$ cat config.mk
export PLATFORM = sky130hd
export DESIGN_NAME = ilc_input_limit_control
export DESIGN_NICKNAME = d
export VERILOG_FILES = /design/src/hdl/ilc_pkg.sv /design/src/hdl/ilc_optimizer.sv /design/src/hdl/ilc_input_limit_control.sv
export SDC_FILE = /design/constraint.sdc
export NUM_CORES = 1
export LEC_CHECK = 0
export BUFFER_PORTS_ARGS = -buffer_cell sky130_fd_sc_hd__buf_2
export CAP_MARGIN = 20
export CORE_ASPECT_RATIO = 1.4
export CORE_UTILIZATION = 40
export CTS_CLUSTER_DIAMETER = 100
export CTS_CLUSTER_SIZE = 24
export DETAILED_ROUTE_END_ITERATION = 8
export MAX_ROUTING_LAYER = met4
export PLACE_DENSITY_LB_ADDON = 0.3
export SLEW_MARGIN = 20
export SYNTH_ARGS = -nofsm -noshare
export SYNTH_HDL_FRONTEND = slang
export SYNTH_SLANG_ARGS = --single-unit
export TNS_END_PERCENT = 1
$ cat constraint.sdc
create_clock -name sysClk -period 3.85 [get_ports sysClk]
set_input_delay 0.77 -clock sysClk [delete_from_list [all_inputs] [get_ports sysClk]]
set_output_delay 0.77 -clock sysClk [all_outputs]
set_load 0.03 [all_outputs]
$ cat src/hdl/ilc_pkg.sv
// Behaviour
// select pin high: 500mA limit, type 001
// select pin low: 3.25A limit, type 010
// rerun bit starts detection, self-clears when done
// absolute select 1: host writes floor directly
// absolute select 0: algorithm owns read-only floor
// alert pulse once floor threshold is set
// floor setting spans 3.9 V to 14 V
// converter switches only after limit is known
// battery switch on only if charging enabled
// rail below 2.2 V: min(200mA, programmed)
// above 2.2 V: min(pin, programmed/optimizer result)
// optimizer enable resets 1, clearing disables it
// optimizer runs automatically after adapter detection
// force-run bit runs optimizer for any source
// effective limit register shows limit in use
// pin clamps limit unless pin enable 0; code ignores the pin while the rail is below 2.2 V
// pulse-skip when battery low or charging off
// converter switches at fixed 1.5 MHz
// host may request high impedance after 2 min
// writing 0 to self-clearing bits does nothing
package ilc_pkg;
  // register offsets
  localparam logic [2:0] ADDR_CTRL     = 3'h0;
  localparam logic [2:0] ADDR_PROG_LIM = 3'h1;
  localparam logic [2:0] ADDR_FLOOR    = 3'h2;
  localparam logic [2:0] ADDR_OFFSET   = 3'h3;
  localparam logic [2:0] ADDR_STATUS   = 3'h4;
  localparam logic [2:0] ADDR_EFF_LIM  = 3'h5;
  // control bit positions
  localparam int BIT_RERUN    = 0;
  localparam int BIT_ABS      = 1;
  localparam int BIT_OPT_EN   = 2;
  localparam int BIT_OPT_FRC  = 3;
  localparam int BIT_PIN_EN   = 4;
  localparam int BIT_CHG_EN   = 5;
  localparam int BIT_HIZ      = 6;
  // control reset: optimizer, pin clamp and charging enabled
  localparam logic [7:0] CTRL_RST = 8'h34;
  // current codes: 100 mA base, 50 mA per step
  localparam logic [5:0] LIM_500MA  = 6'h08;
  localparam logic [5:0] LIM_3250MA = 6'h3F;
  localparam logic [5:0] LIM_200MA  = 6'h02;
  localparam logic [5:0] LIM_MIN    = 6'h00;
  // floor codes: 3.9 V base, 100 mV per step, 14 V top
  localparam logic [6:0] FLOOR_MAX  = 7'h65;
  localparam logic [6:0] FLOOR_RST  = 7'h0E;
  localparam logic [4:0] OFFSET_RST = 5'h06;
  // source type codes
  localparam logic [2:0] SRC_NONE    = 3'h0;
  localparam logic [2:0] SRC_HOST    = 3'h1;
  localparam logic [2:0] SRC_ADAPTER = 3'h2;
  // timing
  localparam int CLK_MHZ       = 250;
  localparam int DETECT_US     = 10;
  localparam int DETECT_CYC    = DETECT_US * CLK_MHZ;
  localparam int STEP_US       = 1;
  localparam int STEP_CYC      = STEP_US * CLK_MHZ;
  localparam int SW_FREQ_KHZ   = 1500;
  localparam int SW_PERIOD_CYC = (CLK_MHZ * 1000) / SW_FREQ_KHZ;
endpackage

$ cat src/hdl/ilc_optimizer.sv
`timescale 1ns/1ns
// input current search: ramps the limit until the input sags or the ceiling is reached
module ilc_optimizer (
  // clock and reset
  input  wire logic       sysClk,
  input  wire logic       reset_n,
  // control
  input  wire logic       start,
  input  wire logic [5:0] ceiling,
  input  wire logic       floorHit,
  // result
  output logic            busy,
  output logic            done,
  output logic [5:0]      result
);
  import ilc_pkg::*;

  logic [7:0] stepCnt_reg;  // dwell per step

  // search: one code per step, stop on sag or at the ceiling
  always_ff @(posedge sysClk or negedge reset_n) begin
    if (!reset_n) begin
      busy        <= 1'b0;
      done        <= 1'b0;
      result      <= LIM_500MA;
      stepCnt_reg <= 8'h00;
    end else begin
      done <= 1'b0;
      if (start && !busy) begin
        // restart from the floor so a weak source is never overloaded
        busy        <= 1'b1;
        result      <= LIM_MIN;
        stepCnt_reg <= 8'h00;
      end else if (busy) begin
        if (floorHit) begin
          // back off one step: the last code already sagged the input
          busy   <= 1'b0;
          done   <= 1'b1;
          result <= (result == LIM_MIN) ? LIM_MIN : result - 6'h01;
        end else if (stepCnt_reg == 8'(STEP_CYC - 1)) begin
          stepCnt_reg <= 8'h00;
          if (result >= ceiling) begin
            busy <= 1'b0;
            done <= 1'b1;
          end else begin
            result <= result + 6'h01;
          end
        end else begin
          stepCnt_reg <= stepCnt_reg + 8'h01;
        end
      end
    end
  end
endmodule

$ cat src/hdl/ilc_input_limit_control.sv
`timescale 1ns/1ns
// input stage control: source detection, floor, start-up, limit
module ilc_input_limit_control (
  // clock and reset
  input  wire logic       sysClk,
  input  wire logic       reset_n,
  // register port
  input  wire logic [2:0] addr,
  input  wire logic [7:0] wrData,
  input  wire logic       wrStb,
  input  wire logic       rdStb,
  output logic      [7:0] rdData,
  // analog status pins
  input  wire logic       sourceSelectPin,
  input  wire logic [5:0] externalLimitPin,
  input  wire logic       sysRailHigh,
  input  wire logic       batteryBelowMin,
  input  wire logic       lightLoad,
  input  wire logic       floorHit,
  input  wire logic [6:0] busVoltageCode,
  // converter drive
  output logic            converterEnable,
  output logic            highSideSwitch,
  output logic            lowSideSwitch,
  output logic            batterySwitch,
  output logic            pulseSkipMode,
  output logic      [5:0] inputLimitCode,
  output logic            hostAlert
);
  import ilc_pkg::*;

  typedef enum {ST_IDLE, ST_DETECT, ST_RUN} ilc_state_type;

  // synchronisers: stage one feeds stage two only
  logic       selMeta, selSync;
  logic [5:0] pinMeta, pinSync;
  logic       railMeta, railSync;
  logic       batMeta, batSync;
  logic       loadMeta, loadSync;
  logic       hitMeta, hitSync;
  logic [6:0] busMeta, busSync;

  ilc_state_type state_reg;           // detection sequencer
  logic [11:0]   detCnt_reg;          // detection timer
  logic [7:0]    ctrl_reg;            // control bits
  logic [5:0]    progLim_reg;         // programmed input current limit
  logic [6:0]    floor_reg;           // input voltage floor
  logic [4:0]    offset_reg;          // floor offset setting
  logic [2:0]    srcType_reg;         // source type code
  logic          hostPort_reg;        // port flag, set by every detection whatever the source
  logic          limitKnown_reg;      // limit determined at least once
  logic [5:0]    effLim_reg;          // effective current limit
  logic [7:0]    pwmCnt_reg;          // switching period counter
  logic          detDone;             // detection finishing this cycle
  logic          optStart;            // optimizer launch request
  logic          optBusy, optDone;
  logic [5:0]    optResult;
  logic [5:0]    limNext;             // limit before registering
  logic [6:0]    floorCalc;           // algorithm floor
  logic          wrCtrl;

  // two-flop capture of every outside level
  always_ff @(posedge sysClk or negedge reset_n) begin
    if (!reset_n) begin
      {selMeta, selSync}   <= 2'b00;
      {pinMeta, pinSync}   <= 12'h000;
      {railMeta, railSync} <= 2'b00;
      {batMeta, batSync}   <= 2'b00;
      {loadMeta, loadSync} <= 2'b00;
      {hitMeta, hitSync}   <= 2'b00;
      {busMeta, busSync}   <= 14'h0000;
    end else begin
      selMeta  <= sourceSelectPin;
      selSync  <= selMeta;
      pinMeta  <= externalLimitPin;
      pinSync  <= pinMeta;
      railMeta <= sysRailHigh;
      railSync <= railMeta;
      batMeta  <= batteryBelowMin;
      batSync  <= batMeta;
      loadMeta <= lightLoad;
      loadSync <= loadMeta;
      hitMeta  <= floorHit;
      hitSync  <= hitMeta;
      busMeta  <= busVoltageCode;
      busSync  <= busMeta;
    end
  end

  assign wrCtrl  = wrStb && (addr == ADDR_CTRL);
  assign detDone = (state_reg == ST_DETECT) && (detCnt_reg == 12'(DETECT_CYC - 1));

  // detection sequencer: runs at power-up and on rerun request
  always_ff @(posedge sysClk or negedge reset_n) begin
    if (!reset_n) begin
      state_reg  <= ST_IDLE;
      detCnt_reg <= 12'h000;
    end else begin
      case (state_reg)
        ST_IDLE: begin
          state_reg  <= ST_DETECT;
          detCnt_reg <= 12'h000;
        end
        ST_DETECT: begin
          // pin sampled once the window ends, after it has settled
          if (detDone) begin
            state_reg <= ST_RUN;
          end else begin
            detCnt_reg <= detCnt_reg + 12'h001;
          end
        end
        ST_RUN: begin
          if (ctrl_reg[BIT_RERUN]) begin
            state_reg  <= ST_DETECT;
            detCnt_reg <= 12'h000;
          end
        end
        default: state_reg <= ST_IDLE;
      endcase
    end
  end

  // detection result fields
  always_ff @(posedge sysClk or negedge reset_n) begin
    if (!reset_n) begin
      srcType_reg    <= SRC_NONE;
      hostPort_reg   <= 1'b0;
      limitKnown_reg <= 1'b0;
    end else if (detDone) begin
      srcType_reg    <= selSync ? SRC_HOST : SRC_ADAPTER;
      hostPort_reg   <= 1'b1;
      limitKnown_reg <= 1'b1;
    end
  end

  // control bits; self-clearing bits only ever set by a one
  always_ff @(posedge sysClk or negedge reset_n) begin
    if (!reset_n) begin
      ctrl_reg <= CTRL_RST;
    end else begin
      if (wrCtrl) begin
        ctrl_reg[7:4]       <= wrData[7:4];
        ctrl_reg[BIT_ABS]   <= wrData[BIT_ABS];
        ctrl_reg[BIT_OPT_EN] <= wrData[BIT_OPT_EN];
      end
      // a zero write leaves a running detection alone
      if (wrCtrl && wrData[BIT_RERUN]) begin
        ctrl_reg[BIT_RERUN] <= 1'b1;
      end else if (detDone) begin
        ctrl_reg[BIT_RERUN] <= 1'b0;
      end
      // set wins over completion in the same cycle
      if (wrCtrl && wrData[BIT_OPT_FRC]) begin
        ctrl_reg[BIT_OPT_FRC] <= 1'b1;
      end else if (optDone) begin
        ctrl_reg[BIT_OPT_FRC] <= 1'b0;
      end
    end
  end

  // programmed limit: detection loads it, software may override
  always_ff @(posedge sysClk or negedge reset_n) begin
    if (!reset_n) begin
      progLim_reg <= LIM_500MA;
    end else if (detDone) begin
      progLim_reg <= selSync ? LIM_500MA : LIM_3250MA;
    end else if (wrStb && addr == ADDR_PROG_LIM) begin
      progLim_reg <= wrData[5:0];
    end
  end

  // algorithm floor: bus voltage less offset, held in range
  always_comb begin
    if ({2'b00, offset_reg} >= busSync) begin
      floorCalc = 7'h00;
    end else if (busSync - {2'b00, offset_reg} > FLOOR_MAX) begin
      floorCalc = FLOOR_MAX;
    end else begin
      floorCalc = busSync - {2'b00, offset_reg};
    end
  end

  // floor register, offset register and the alert pulse
  always_ff @(posedge sysClk or negedge reset_n) begin
    if (!reset_n) begin
      floor_reg  <= FLOOR_RST;
      offset_reg <= OFFSET_RST;
      hostAlert  <= 1'b0;
    end else begin
      hostAlert <= 1'b0;
      if (wrStb && addr == ADDR_OFFSET) begin
        offset_reg <= wrData[4:0];
      end
      if (ctrl_reg[BIT_ABS]) begin
        // absolute mode: host value, clipped at the top code
        if (wrStb && addr == ADDR_FLOOR) begin
          floor_reg <= (wrData[6:0] > FLOOR_MAX) ? FLOOR_MAX : wrData[6:0];
          hostAlert <= 1'b1;
        end
      end else if (detDone) begin
        // host writes are dropped; only detection updates it
        floor_reg <= floorCalc;
        hostAlert <= 1'b1;
      end
    end
  end

  // auto run after adapter detection, or forced for any source
  assign optStart = (detDone && ctrl_reg[BIT_OPT_EN] && !selSync)
                  || (ctrl_reg[BIT_OPT_FRC] && !optBusy && !optDone);

  ilc_optimizer optimizer (
    .sysClk   (sysClk),
    .reset_n  (reset_n),
    .start    (optStart),
    .ceiling  (progLim_reg),
    .floorHit (hitSync),
    .busy     (optBusy),
    .done     (optDone),
    .result   (optResult)
  );

  // limit selection: soft-start cap, then pin clamp
  always_comb begin
    logic [5:0] base;
    base = 6'h00;
    if (!railSync) begin
      limNext = (progLim_reg < LIM_200MA) ? progLim_reg : LIM_200MA;
    end else begin
      base = ctrl_reg[BIT_OPT_EN] ? optResult : progLim_reg;
      if (ctrl_reg[BIT_PIN_EN] && pinSync < base) begin
        limNext = pinSync;
      end else begin
        limNext = base;
      end
    end
  end

  // limit in use, reported back to software
  always_ff @(posedge sysClk or negedge reset_n) begin
    if (!reset_n) begin
      effLim_reg     <= LIM_MIN;
      inputLimitCode <= LIM_MIN;
    end else begin
      effLim_reg     <= limNext;
      inputLimitCode <= limNext;
    end
  end

  // converter enable and switch drive
  always_ff @(posedge sysClk or negedge reset_n) begin
    if (!reset_n) begin
      converterEnable <= 1'b0;
      batterySwitch   <= 1'b0;
      pulseSkipMode   <= 1'b0;
    end else begin
      converterEnable <= limitKnown_reg && !ctrl_reg[BIT_HIZ];
      batterySwitch   <= limitKnown_reg && !ctrl_reg[BIT_HIZ] && ctrl_reg[BIT_CHG_EN];
      pulseSkipMode   <= batSync || !ctrl_reg[BIT_CHG_EN];
    end
  end

  // fixed period oscillator; one idle cycle after the high-side gate, none after the low-side gate
  always_ff @(posedge sysClk or negedge reset_n) begin
    if (!reset_n) begin
      pwmCnt_reg     <= 8'h00;
      highSideSwitch <= 1'b0;
      lowSideSwitch  <= 1'b0;
    end else begin
      pwmCnt_reg <= (pwmCnt_reg == 8'(SW_PERIOD_CYC - 1)) ? 8'h00 : pwmCnt_reg + 8'h01;
      if (!converterEnable || (pulseSkipMode && loadSync)) begin
        // skipped pulses save switching loss at light load
        highSideSwitch <= 1'b0;
        lowSideSwitch  <= 1'b0;
      end else begin
        highSideSwitch <= pwmCnt_reg < 8'(SW_PERIOD_CYC / 2);
        lowSideSwitch  <= pwmCnt_reg > 8'(SW_PERIOD_CYC / 2);
      end
    end
  end

  // read port: data stands one cycle after the strobe only
  always_ff @(posedge sysClk or negedge reset_n) begin
    if (!reset_n) begin
      rdData <= 8'h00;
    end else if (rdStb) begin
      case (addr)
        ADDR_CTRL:     rdData <= ctrl_reg;
        ADDR_PROG_LIM: rdData <= {2'b00, progLim_reg};
        ADDR_FLOOR:    rdData <= {1'b0, floor_reg};
        ADDR_OFFSET:   rdData <= {3'b000, offset_reg};
        ADDR_STATUS:   rdData <= {optBusy, pulseSkipMode, converterEnable, hostPort_reg, 1'b0, srcType_reg};
        ADDR_EFF_LIM:  rdData <= {2'b00, effLim_reg};
        default:       rdData <= 8'h00;
      endcase
    end else begin
      rdData <= 8'h00;
    end
  end
endmodule

==> run_results.csv, run 1 <==
group,metric,value,unit
setup_path,setup.worst_path.start_class,"flip-flop",
timing,hold_viol,0,
setup_path,path_class,"flip-flop to flip-flop",
timing,final_max_slew_viol_count,0,
power,p_sw_frac,0.2966,
placed_design,dp_hpwl,9484,um
cts,cts-resized-gates,0,
synth,ys_seq_area_frac,0.5180,
cts,clock-sinks,123,
die,fp-row-count,52,
synth,syn-num-nets,619,
synth,syn_avg_cell_area,10.63,sq um
setup_path,cp-end-kind,"flip-flop",
placed_design,place_area,6399,sq um
drt,drt-total-wl,13060,um
cts,htreeDepth,4,
drt,postRouteAntennaNets,0,
timing,layout_min_cycle_time,2.564,ns
cts,clockBufferDepth,2,
synth,synth-edff-count,0,
drt,remaining_drc_errors,0,
setup_path,crit_fanout,10,
setup_path,arrival,2.89,ns
synth,synth_warnings,0,
grt,overflow,0,
synth,async_flop_share,1.000,
drt,routedWlPerCell,16.00,um
power,leakage,3.214,nW
final_layout,syn2layout_area_growth,17.55,%
cts,cts_tree,"yes",
grt,grtUsageTotal,0.1893,
final_layout,fin_area,7013,sq um
die,ioPinCount,53,
cts,path_clk_slew,0.05,ns
timing,tightest_slew,0.9441,ns
final_layout,largest_reg_flops,12,
synth,ys_types,60,
timing,rsz0062_at_grt,"no",
setup_path,r2r_cells,7,
synth,synth_top_area_frac,0.4740,
drt,drt_pass1_iterations,5,
setup_path,cp_data_required_time,4.18,ns
synth,ys_seq_elements,123,
synth,synth_ff_type,"dfrtp_1",
die,fp.dieW,105.2,um
synth,synth.most_common_cell,"dfrtp_1",
cts,cts_made_buffers,17,
grt,grt_max_degree,75,
synth,synthTopCellsByArea,"dfrtp_1, ha_1, dfstp_2",
power,seq_power_share,0.397,
min_path,holdPathStages,0,
timing,skew,0.006842,ns
cts,post-cts-setup-buffers,0,
drt,first_iter_violations,176,
min_path,hold_path.class,"flip-flop to flip-flop",
run,maxCapViolCount,0,
grt,grt_pass1_wl,22220,um
power,power_frac_clock,0.387,
die,start_util,0.4112,
cts,root_buffer,"clkbuf_16",
power,total_power,4.255,mW
cts,insertion_delay,0.40,ns
grt,grt_pass1_vias,4517,
die,chipHeight,146.5,um
power,intPower,2.993,mW
final_layout,drive_gt1_frac,0.1949,
drt,route.vias.total,4310,
power,peakVddDrop,0.2613,mV
timing,setup_viol,0,
timing,fin_setup_tns,0,ns
synth,synth_area,5966,sq um
synth,synth_area_leader_cell,"dfrtp_1",
placed_design,gp_congestion,0.8459,
power,power_switching,1.262,mW
power,combinationalPowerShare,0.216,
power,p_per_area,606.8,nW/um^2
timing,fmax,390.0,MHz
die,coreArea,14510,sq um
synth,synthTopCellsByCount,"dfrtp_1, nor2_1, nand2_1, inv_1",
cts,postCtsHoldBufs,0,
grt,antenna_found_initial,1,
timing,slew-limit-headroom,0.3706,
drt,vias_per_cell,5.282,
timing,post-route-period-util,0.6660,
outcome,status,"finished, final reports clean",
final_layout,num-nets-final,671,
synth,syn_inst,561,
final_layout,num-fill-cells,1297,
die,die_area,15410,sq um
placed_design,portBuffers,52,
==> critical path, cell delays in order, from the launching register on <==
cell and delay (ns):
dfstp_2 0.66, mux2i_1 0.28, ha_1 0.26, o21ai_0 0.16
nor3_1 0.10, nor4b_4 0.50, mux2_2 0.39, a21oi_1 0.13
==> layer usage <==
layer	GRT usage	share of wire
met5	-	0
met4	0.07817	0.022
met3	0.04866	0.045
met2	0.3115	0.50
met1	0.2187	0.43
==> per-stage QoR <==
stage          utilization  hold slack, ns  setup WS [ns]  cells
2_1_floorplan            -          0.3312          1.512    561
3_3_place_gp        0.4410          0.3320          1.374    783
3_5_place_dp        0.4410          0.3347          1.297    783
4_1_cts             0.4832          0.3462          1.280    815
5_1_grt             0.4834          0.3513          1.031    816
6_report            0.4834          0.3440          1.286    816
==> cells in the final DEF, fill, tap and decap left out, types with 6 or more instances in the layout <==
cell	n
nand4_1	12
inv_1	28
ha_1	24
o22ai_1	9
nor2_1	50
xor2_1	20
nand2_1	46
clkbuf_16	17
a21oi_1	25
and2_1	8
nand3_1	19
buf_2	51
a21boi_0	6
dfstp_2	10
o21ai_0	25
mux2_2	14
mux2i_1	15
dfrtp_1	113
nand2b_1	12
nor2b_1	10
nor3_1	10
and3_1	9
==> power groups by stage <==
stage / clock [mW] / combinational, mW / sequential, mW
floorplan: 0 / 0.705 / 1.63
global placement: 0 / 0.889 / 1.71
detailed placement: 0 / 0.913 / 1.71
CTS: 1.68 / 0.925 / 1.69
global route: 1.74 / 1.05 / 1.72
finish: 1.65 / 0.921 / 1.69
==> cell type report <==
class | instances | area [sq um] | share of cell area
Multi-Input combinational cell | 390 | 2684 | 0.3827
Tap cell | 189 | 236.5 | 0.03372
Timing Repair Buffer | 53 | 282.8 | 0.04032
Antenna cell | 1 | 2.502 | 0.0003568
Inverter | 28 | 105.1 | 0.01499
Clock inverter | 8 | 140.1 | 0.01998
Sequential cell | 123 | 3090 | 0.4407
Clock buffer | 24 | 471.7 | 0.06726
==> cell families (layout without fill, tap and decap cells) <==
| family | count (synthesis) | in the layout | synth area share |
|---|---|---|---|
| AND/OR/NAND/NOR | 202 | 202 | 0.1816 |
| AO/OA/AOI/OAI | 106 | 106 | 0.1149 |
| XOR/XNOR | 25 | 25 | 0.03670 |
| multiplexers | 32 | 32 | 0.06292 |
| flip-flops | 123 | 123 | 0.5180 |
| buffers and inverters | 48 | 113 | 0.03209 |
| adder cells (fa/ha/maj) | 25 | 25 | 0.05369 |
| other | 0 | 1 | 0 |
==> path summary, 6_finish.rpt <==
check                                              from                   endpoint  slack, ns
worst max-delay path            ctrl_reg[2]$_DFFE_PN1P_    effLim_reg[1]$_DFF_PN0_       1.29
worst min-delay path               pinMeta[4]$_DFF_PN0_       pinSync[4]$_DFF_PN0_       0.34
worst max register to register  ctrl_reg[2]$_DFFE_PN1P_    effLim_reg[1]$_DFF_PN0_       1.29
worst min register to register     pinMeta[4]$_DFF_PN0_       pinSync[4]$_DFF_PN0_       0.34
max in group asynchronous                       reset_n    ctrl_reg[4]$_DFFE_PN1P_       2.51
min in group asynchronous                       reset_n  detCnt_reg[4]$_DFFE_PN0P_       0.52
No activity file was read; power rests on OpenSTA's default activity.
==> inputs of run 2 (changes only) <==
ABC_AREA = 1   (was default)
clock period = 2.1 ns   (was 3.85 ns; I/O delays follow)
==> run 2 against run 1 <==
- non-clock buffer count grew 18
- sequential power up 76%
- clock power grew 65%
- via count increased by 16%
- wire length increased by 6.6%
- worst setup slack worse by 1.2 ns
- register-to-register slack worse by 1.2 ns
- clock skew shrank 0.00085 ns
- core utilization grew 0.86 points
- first-iteration DRC count up 52%
==> run_results.csv, run 2 <==
group,metric,value,unit
timing,finalWorstSetupSlack,0.1247,ns
final_layout,largest_reg_flops,12,
drt,routedWlPerCell,14.24,um
synth,ys_types,45,
drt,drt_pass1_iterations,5,
placed_design,dp_slack,-0.1570,ns
setup_path,path_buf_inv,1,
setup_path,cp-end-kind,"flip-flop",
drt,drt-total-wl,13910,um
die,start_util,0.4103,
power,p_sw_frac,0.3278,
setup_path,r2r_slack,0.12,ns
cts,clock-sinks,123,
cts,htreeDepth,4,
power,p_per_area,1036,nW/um^2
timing,fin_setup_tns,0,ns
setup_path,crit_end,"floor_reg[0]$_DFFE_PN0P_",
timing,post-route-period-util,0.9406,
grt,overflow,0,
timing,skew,0.005989,ns
die,die_area,15880,sq um
power,seq_power_share,0.390,
synth,synthTopCellsByCount,"nand2_1, dfrtp_1, inv_1, nor2_1, a21oi_1",
setup_path,crit_path_frequent_cell,"nand2_1",
timing,final_max_slew_viol_count,0,
timing,hold_viol,0,
placed_design,portBuffers,52,
synth,synth_warnings,0,
drt,remaining_drc_errors,0,
setup_path,max_stage_delay,0.41,ns
die,chipHeight,148.7,um
run,maxCapViolCount,0,
synth,synthTopCellsByArea,"dfrtp_1, nand2_1, inv_1",
power,power_frac_clock,0.357,
final_layout,layout_common_cells,"nand2_1, dfrtp_1, inv_1",
setup_path,path_depth,10,
drt,route.vias.total,4983,
cts,insertion_delay,0.41,ns
cts,cts_tree,"yes",
synth,synth_ff_type,"dfrtp_1",
cts,path_clk_slew,0.06,ns
die,fp.dieW,106.8,um
final_layout,syn2layout_area_growth,19.92,%
synth,ys_seq_area_frac,0.5026,
setup_path,r2r_cells,10,
synth,synth_area,6148,sq um
drt,first_iter_violations,268,
die,fp-row-count,53,
synth,syn-num-nets,748,
timing,setup_viol,0,
cts,cts_made_buffers,17,
final_layout,antenna_cells,0,
timing,hold_slack,0.1094,ns
final_layout,layout_commonest_cell,"nand2_1",
setup_path,setup.worst_path.start_class,"flip-flop",
placed_design,gp_congestion,0.8878,
synth,synth.most_common_cell,"nand2_1",
setup_path,crit_family,"simple AND/OR/NAND/NOR gates",
setup_path,r2r-start,"offset_reg[4]$_DFFE_PN0P_",
synth,async_flop_share,1.000,
grt,grt_pass1_wl,23140,um
setup_path,r2r_end,"floor_reg[0]$_DFFE_PN0P_",
timing,fmax,506.3,MHz
power,leakage,3.566,nW
setup_path,crit_slowest_cell,"dfrtp_1",
setup_path,cp_data_required_time,2.43,ns
synth,synth_top_area_frac,0.4599,
die,coreArea,14990,sq um
synth,synth_area_leader_cell,"dfrtp_1",
power,power_switching,2.503,mW
grt,grt_max_degree,39,
min_path,hold_path.class,"input pin to flip-flop",
setup_path,worstPathCellList,"inv_1 > ha_1 > or2_2 > nand2_1 > nand4_1 > nand2_2 > nand3_2 > nand2_1 > nand2_1 > a21oi_1",
cts,clockBufferDepth,2,
setup_path,crit_start,"offset_reg[4]$_DFFE_PN0P_",
outcome,status,"finished, final reports clean",
setup_path,arrival,2.31,ns
drt,postRouteAntennaNets,0,
final_layout,layout.cells.non_filler,977,
timing,tightest_slew,0.4823,ns
synth,ys_seq_elements,123,
grt,grtUsageTotal,0.1941,
drt,vias_per_cell,5.100,
final_layout,num-nets-final,830,
grt,grt_pass1_vias,4768,
placed_design,dp_hpwl,10550,um
die,ioPinCount,53,
final_layout,drive_gt1_frac,0.2178,
grt,antenna_found_initial,0,
synth,syn_avg_cell_area,8.911,sq um
power,peakVddDrop,0.4607,mV
setup_path,crit_fanout,7,
setup_path,path_class,"flip-flop to flip-flop",
synth,synth-edff-count,0,
synth,syn_inst,690,
cts,root_buffer,"clkbuf_16",
timing,rsz0062_at_grt,"no",
timing,slew-limit-headroom,0.6755,
timing,layout_min_cycle_time,1.975,ns
power,intPower,5.133,mW
power,combinationalPowerShare,0.254,
placed_design,dp.cells,939,
## run 2: cell count changes after synthesis, moves of 14 or more
cell     previous run  this run
nand3_1            19        37
nand2_2             0        14
nand2_1            46       137
mux2i_1            15         0
inv_1              28        85
a21oi_1            25        42
## run 2: logic make-up after synthesis
| group | Yosys count | share of synthesized area |
|---|---|---|
| muxes | 2 | 0.003663 |
| and+or+nand+nor | 301 | 0.2383 |
| AOI/OAI and AO/OA | 122 | 0.1146 |
| xor gates and xnor gates | 15 | 0.02137 |
| buffers and inverters | 102 | 0.06736 |
| adders and majority gates | 25 | 0.05210 |
| DFF | 123 | 0.5026 |
## run 2: worst min-delay path by stage
stage	depth (start not counted)	start	endpoint
6_report	1	busVoltageCode[5]	busMeta[5]$_DFF_PN0_
5_1_grt	1	busVoltageCode[5]	busMeta[5]$_DFF_PN0_
4_1_cts	1	busVoltageCode[6]	busMeta[6]$_DFF_PN0_
3_5_place_dp	0	pinMeta[3]$_DFF_PN0_	pinSync[3]$_DFF_PN0_
3_3_place_gp	0	busMeta[5]$_DFF_PN0_	busSync[5]$_DFF_PN0_
2_1_floorplan	0	reset_n	batMeta$_DFF_PN0_
## run 2: repair_timing
action	4_1_cts	5_1_grt
gates resized for setup	3	8
hold buffers	1	0
cloned	0	1
setup buffers	1	3
setup endpoints to repair	7	12
hold endpoints to repair	14	0
pin swaps	2	4
## run 2: worst reg2reg max path, stage by stage, from the launching register on
cell and delay, ns:
dfrtp_1 0.41, inv_1 0.07, ha_1 0.37, or2_2 0.32, nand2_1 0.10, nand4_1 0.10
nand2_2 0.13, nand3_2 0.14, nand2_1 0.08, nand2_1 0.05, a21oi_1 0.13
## run 2: power by group through the flow
| stage | registers [mW] | clock network [mW] | logic, mW |
|---|---|---|---|
| after floorplan | 2.99 | 0 | 1.30 |
| after global placement | 3.02 | 0 | 1.83 |
| after detailed placement | 3.02 | 0 | 1.86 |
| after CTS | 2.98 | 2.79 | 1.90 |
| after global routing | 3.01 | 2.89 | 2.20 |
| final | 2.98 | 2.72 | 1.94 |
## run 2: metal layers
metal	track usage	wire length [um]
met1	0.2226	5891
met2	0.3323	7209
met3	0.04163	579
met4	0.06986	232
met5	-	0
## run 2: through the flow
stage | utilization | area (sq um) | power (mW)
floorplan | - | 6148 | 4.293
global placement | 0.4490 | 6729 | 4.847
detailed placement | 0.4490 | 6729 | 4.879
CTS | 0.4884 | 7320 | 7.671
global route | 0.4920 | 7373 | 8.103
finish | 0.4920 | 7373 | 7.636
## run 2: cell type report
class                           instances  area (sq um)
Clock buffer                           21         460.4
Clock inverter                         11         97.59
Fill cell                            1437          7614
Inverter                               93         349.1
Multi-Input combinational cell        466          2690
Sequential cell                       123          3090
Tap cell                              192         240.2
Timing Repair Buffer                   71         445.4
==> inputs of run 3 (changes only) <==
CELL_PAD_IN_SITES_DETAIL_PLACEMENT = 1   (was default)
CELL_PAD_IN_SITES_GLOBAL_PLACEMENT = 1   (was default)
==> run 3 against run 2 <==
- critical path depth grew 1
- fmax shrank 0.86%
- sequential power is essentially flat
- global-route usage grew 4.1 points
- cell area grew 2.0%
- worst hold slack lost 0.10 ns
- non-clock buffer count grew 7
- sequential cell count is the same
- clock-buffer cell count shrank 1
- register-to-register slack lost 0.02 ns
- total power grew 9.5%
- largest cell class unchanged
- largest power group is now the clock network
- highest routed layer unchanged
==> run_results.csv, run 3 (synthesis gave the netlist of run 2 again) <==
group,metric,value,unit
final_layout,multi_input_area,2678,sq um
setup_path,path_depth,11,
setup_path,max_stage_delay,0.39,ns
die,ioPinCount,53,
setup_path,r2r-start,"offset_reg[0]$_DFFE_PN0P_",
placed_design,portBuffers,52,
setup_path,setup.worst_path.start_class,"flip-flop",
grt,grtUsageTotal,0.2354,
cts,htreeDepth,4,
final_layout,num-fill-cells,1788,
cts,path_clk_slew,0.06,ns
die,die_area,15880,sq um
timing,post-route-period-util,0.9488,
cts,clock-sinks,123,
setup_path,arrival,2.34,ns
grt,overflow,0,
setup_path,crit_end,"floor_reg[2]$_DFFE_PN1P_",
power,seq_power_share,0.357,
placed_design,dp_hpwl,12600,um
outcome,status,"finished, final reports clean",
drt,drt-total-wl,16800,um
timing,fmax,501.9,MHz
final_layout,seqCellArea,3090,sq um
final_layout,antenna_cells,0,
setup_path,crit_family,"simple AND/OR/NAND/NOR gates",
placed_design,dp_slack,0.05255,ns
final_layout,drive_gt1_frac,0.2263,
placed_design,gp_congestion,0.9087,
cts,insertion_delay,0.42,ns
drt,routedWlPerCell,17.09,um
setup_path,crit_start,"offset_reg[0]$_DFFE_PN0P_",
final_layout,layout_common_cells,"nand2_1, dfrtp_1, inv_1",
timing,final_max_slew_viol_count,0,
final_layout,largest_reg_flops,12,
cts,clockBufferDepth,2,
drt,postRouteAntennaNets,0,
timing,layout_min_cycle_time,1.992,ns
power,p_per_area,1112,nW/um^2
grt,grt_max_degree,44,
cts,cts_tree,"yes",
timing,finalWorstSetupSlack,0.1076,ns
grt,grt_pass1_vias,5690,
power,power_frac_clock,0.396,
cts,root_buffer,"clkbuf_16",
setup_path,crit_path_frequent_cell,"nand2_1",
power,leakage,3.656,nW
timing,skew,0.008008,ns
timing,slew-limit-headroom,0.5731,
die,chipHeight,148.7,um
setup_path,path_class,"flip-flop to flip-flop",
power,power_switching,2.684,mW
setup_path,r2r_end,"floor_reg[2]$_DFFE_PN1P_",
setup_path,r2r_cells,11,
grt,grt_pass1_wl,27820,um
die,fp-row-count,53,
timing,fin_setup_tns,0,ns
power,intPower,5.682,mW
drt,drt_pass1_iterations,4,
drt,first_iter_violations,172,
power,peakVddDrop,0.5120,mV
die,fp.dieW,106.8,um
die,start_util,0.4103,
setup_path,r2r_slack,0.11,ns
final_layout,layout_commonest_cell,"nand2_1",
final_layout,num-nets-final,836,
setup_path,crit_fanout,5,
setup_path,path_buf_inv,1,
final_layout,syn2layout_area_growth,22.36,%
cts,cts_made_buffers,17,
die,coreArea,14990,sq um
timing,hold_viol,0,
min_path,hold_path.class,"input pin to asynchronous set/reset pin",
drt,route.vias.total,5109,
drt,vias_per_cell,5.197,
timing,hold_slack,0.007554,ns
drt,remaining_drc_errors,0,
cts,postCtsHoldBufs,0,
timing,tightest_slew,0.6404,ns
power,p_sw_frac,0.3208,
setup_path,cp_data_required_time,2.45,ns
power,combinationalPowerShare,0.247,
run,maxCapViolCount,0,
timing,setup_viol,0,
grt,antenna_found_initial,0,
final_layout,post-route-util,0.5020,
setup_path,cp-end-kind,"flip-flop",
power,total_power,8.366,mW
setup_path,crit_slowest_cell,"dfrtp_1",
setup_path,worstPathCellList,"ha_1 > fa_2 > inv_1 > nand4_1 > nand3_1 > nand2_1 > nand2_1 > nand3_2 > nand2_1 > nand2_1 > a21oi_1",
==> run 3: cell types whose count changed in the layout (fill, tap and decap cells not counted), sizes merged, moves of 3 or more <==
cell      change
buf           +8
bufinv        +4
clkinv        -3
clkinvlp      -3
inv           +3
==> run 3: cell type report <==
cell class                      instances  share of cell area
Multi-Input combinational cell        465              0.3559
Clock inverter                         12             0.02794
Timing Repair Buffer                   78             0.06636
Clock buffer                           20             0.06070
Inverter                               93             0.04640
Tap cell                              192             0.03193
Sequential cell                       123              0.4108
==> run 3: repair_timing <==
action                                  4_1_cts  5_1_grt
resized for setup                             0       16
endpoints found under the setup margin        0       12
setup buffers                                 0        6
==> run 3: worst min path at each step <==
stage,startpoint,endpoint,depth (start not counted)
global placement,railMeta$_DFF_PN0_,railSync$_DFF_PN0_,0
floorplan,reset_n,batMeta$_DFF_PN0_,0
global route,reset_n,offset_reg[0]$_DFFE_PN0P_,1
detailed placement,busMeta[1]$_DFF_PN0_,busSync[1]$_DFF_PN0_,0
finish,reset_n,offset_reg[0]$_DFFE_PN0P_,1
CTS,reset_n,offset_reg[0]$_DFFE_PN0P_,1
==> run 3: per-layer routing <==
| layer | GRT usage | up-vias | share of wire |
|---|---|---|---|
| met5 | - | - | 0 |
| met2 | 0.4248 | 93 | 0.54 |
| met3 | 0.04733 | 31 | 0.031 |
| li1 | - | 2468 | - |
| met4 | 0.07740 | 0 | 0.023 |
| met1 | 0.2559 | 2517 | 0.40 |
==> run 3: stage by stage <==
step           instance area, sq um  instances
2_1_floorplan                  6148        690
3_3_place_gp                   6774        945
3_5_place_dp                   6774        945
4_1_cts                        7441        977
5_1_grt                        7523        983
6_report                       7523        983
==> run 3: power groups by stage <==
stage / Sequential, mW / Combinational [mW] / Clock (mW)
3_3_place_gp: 3.02 / 1.87 / 0
6_report: 2.99 / 2.07 / 3.31
4_1_cts: 2.99 / 1.99 / 3.37
3_5_place_dp: 3.02 / 1.96 / 0
2_1_floorplan: 2.99 / 1.30 / 0
5_1_grt: 3.01 / 2.35 / 3.46
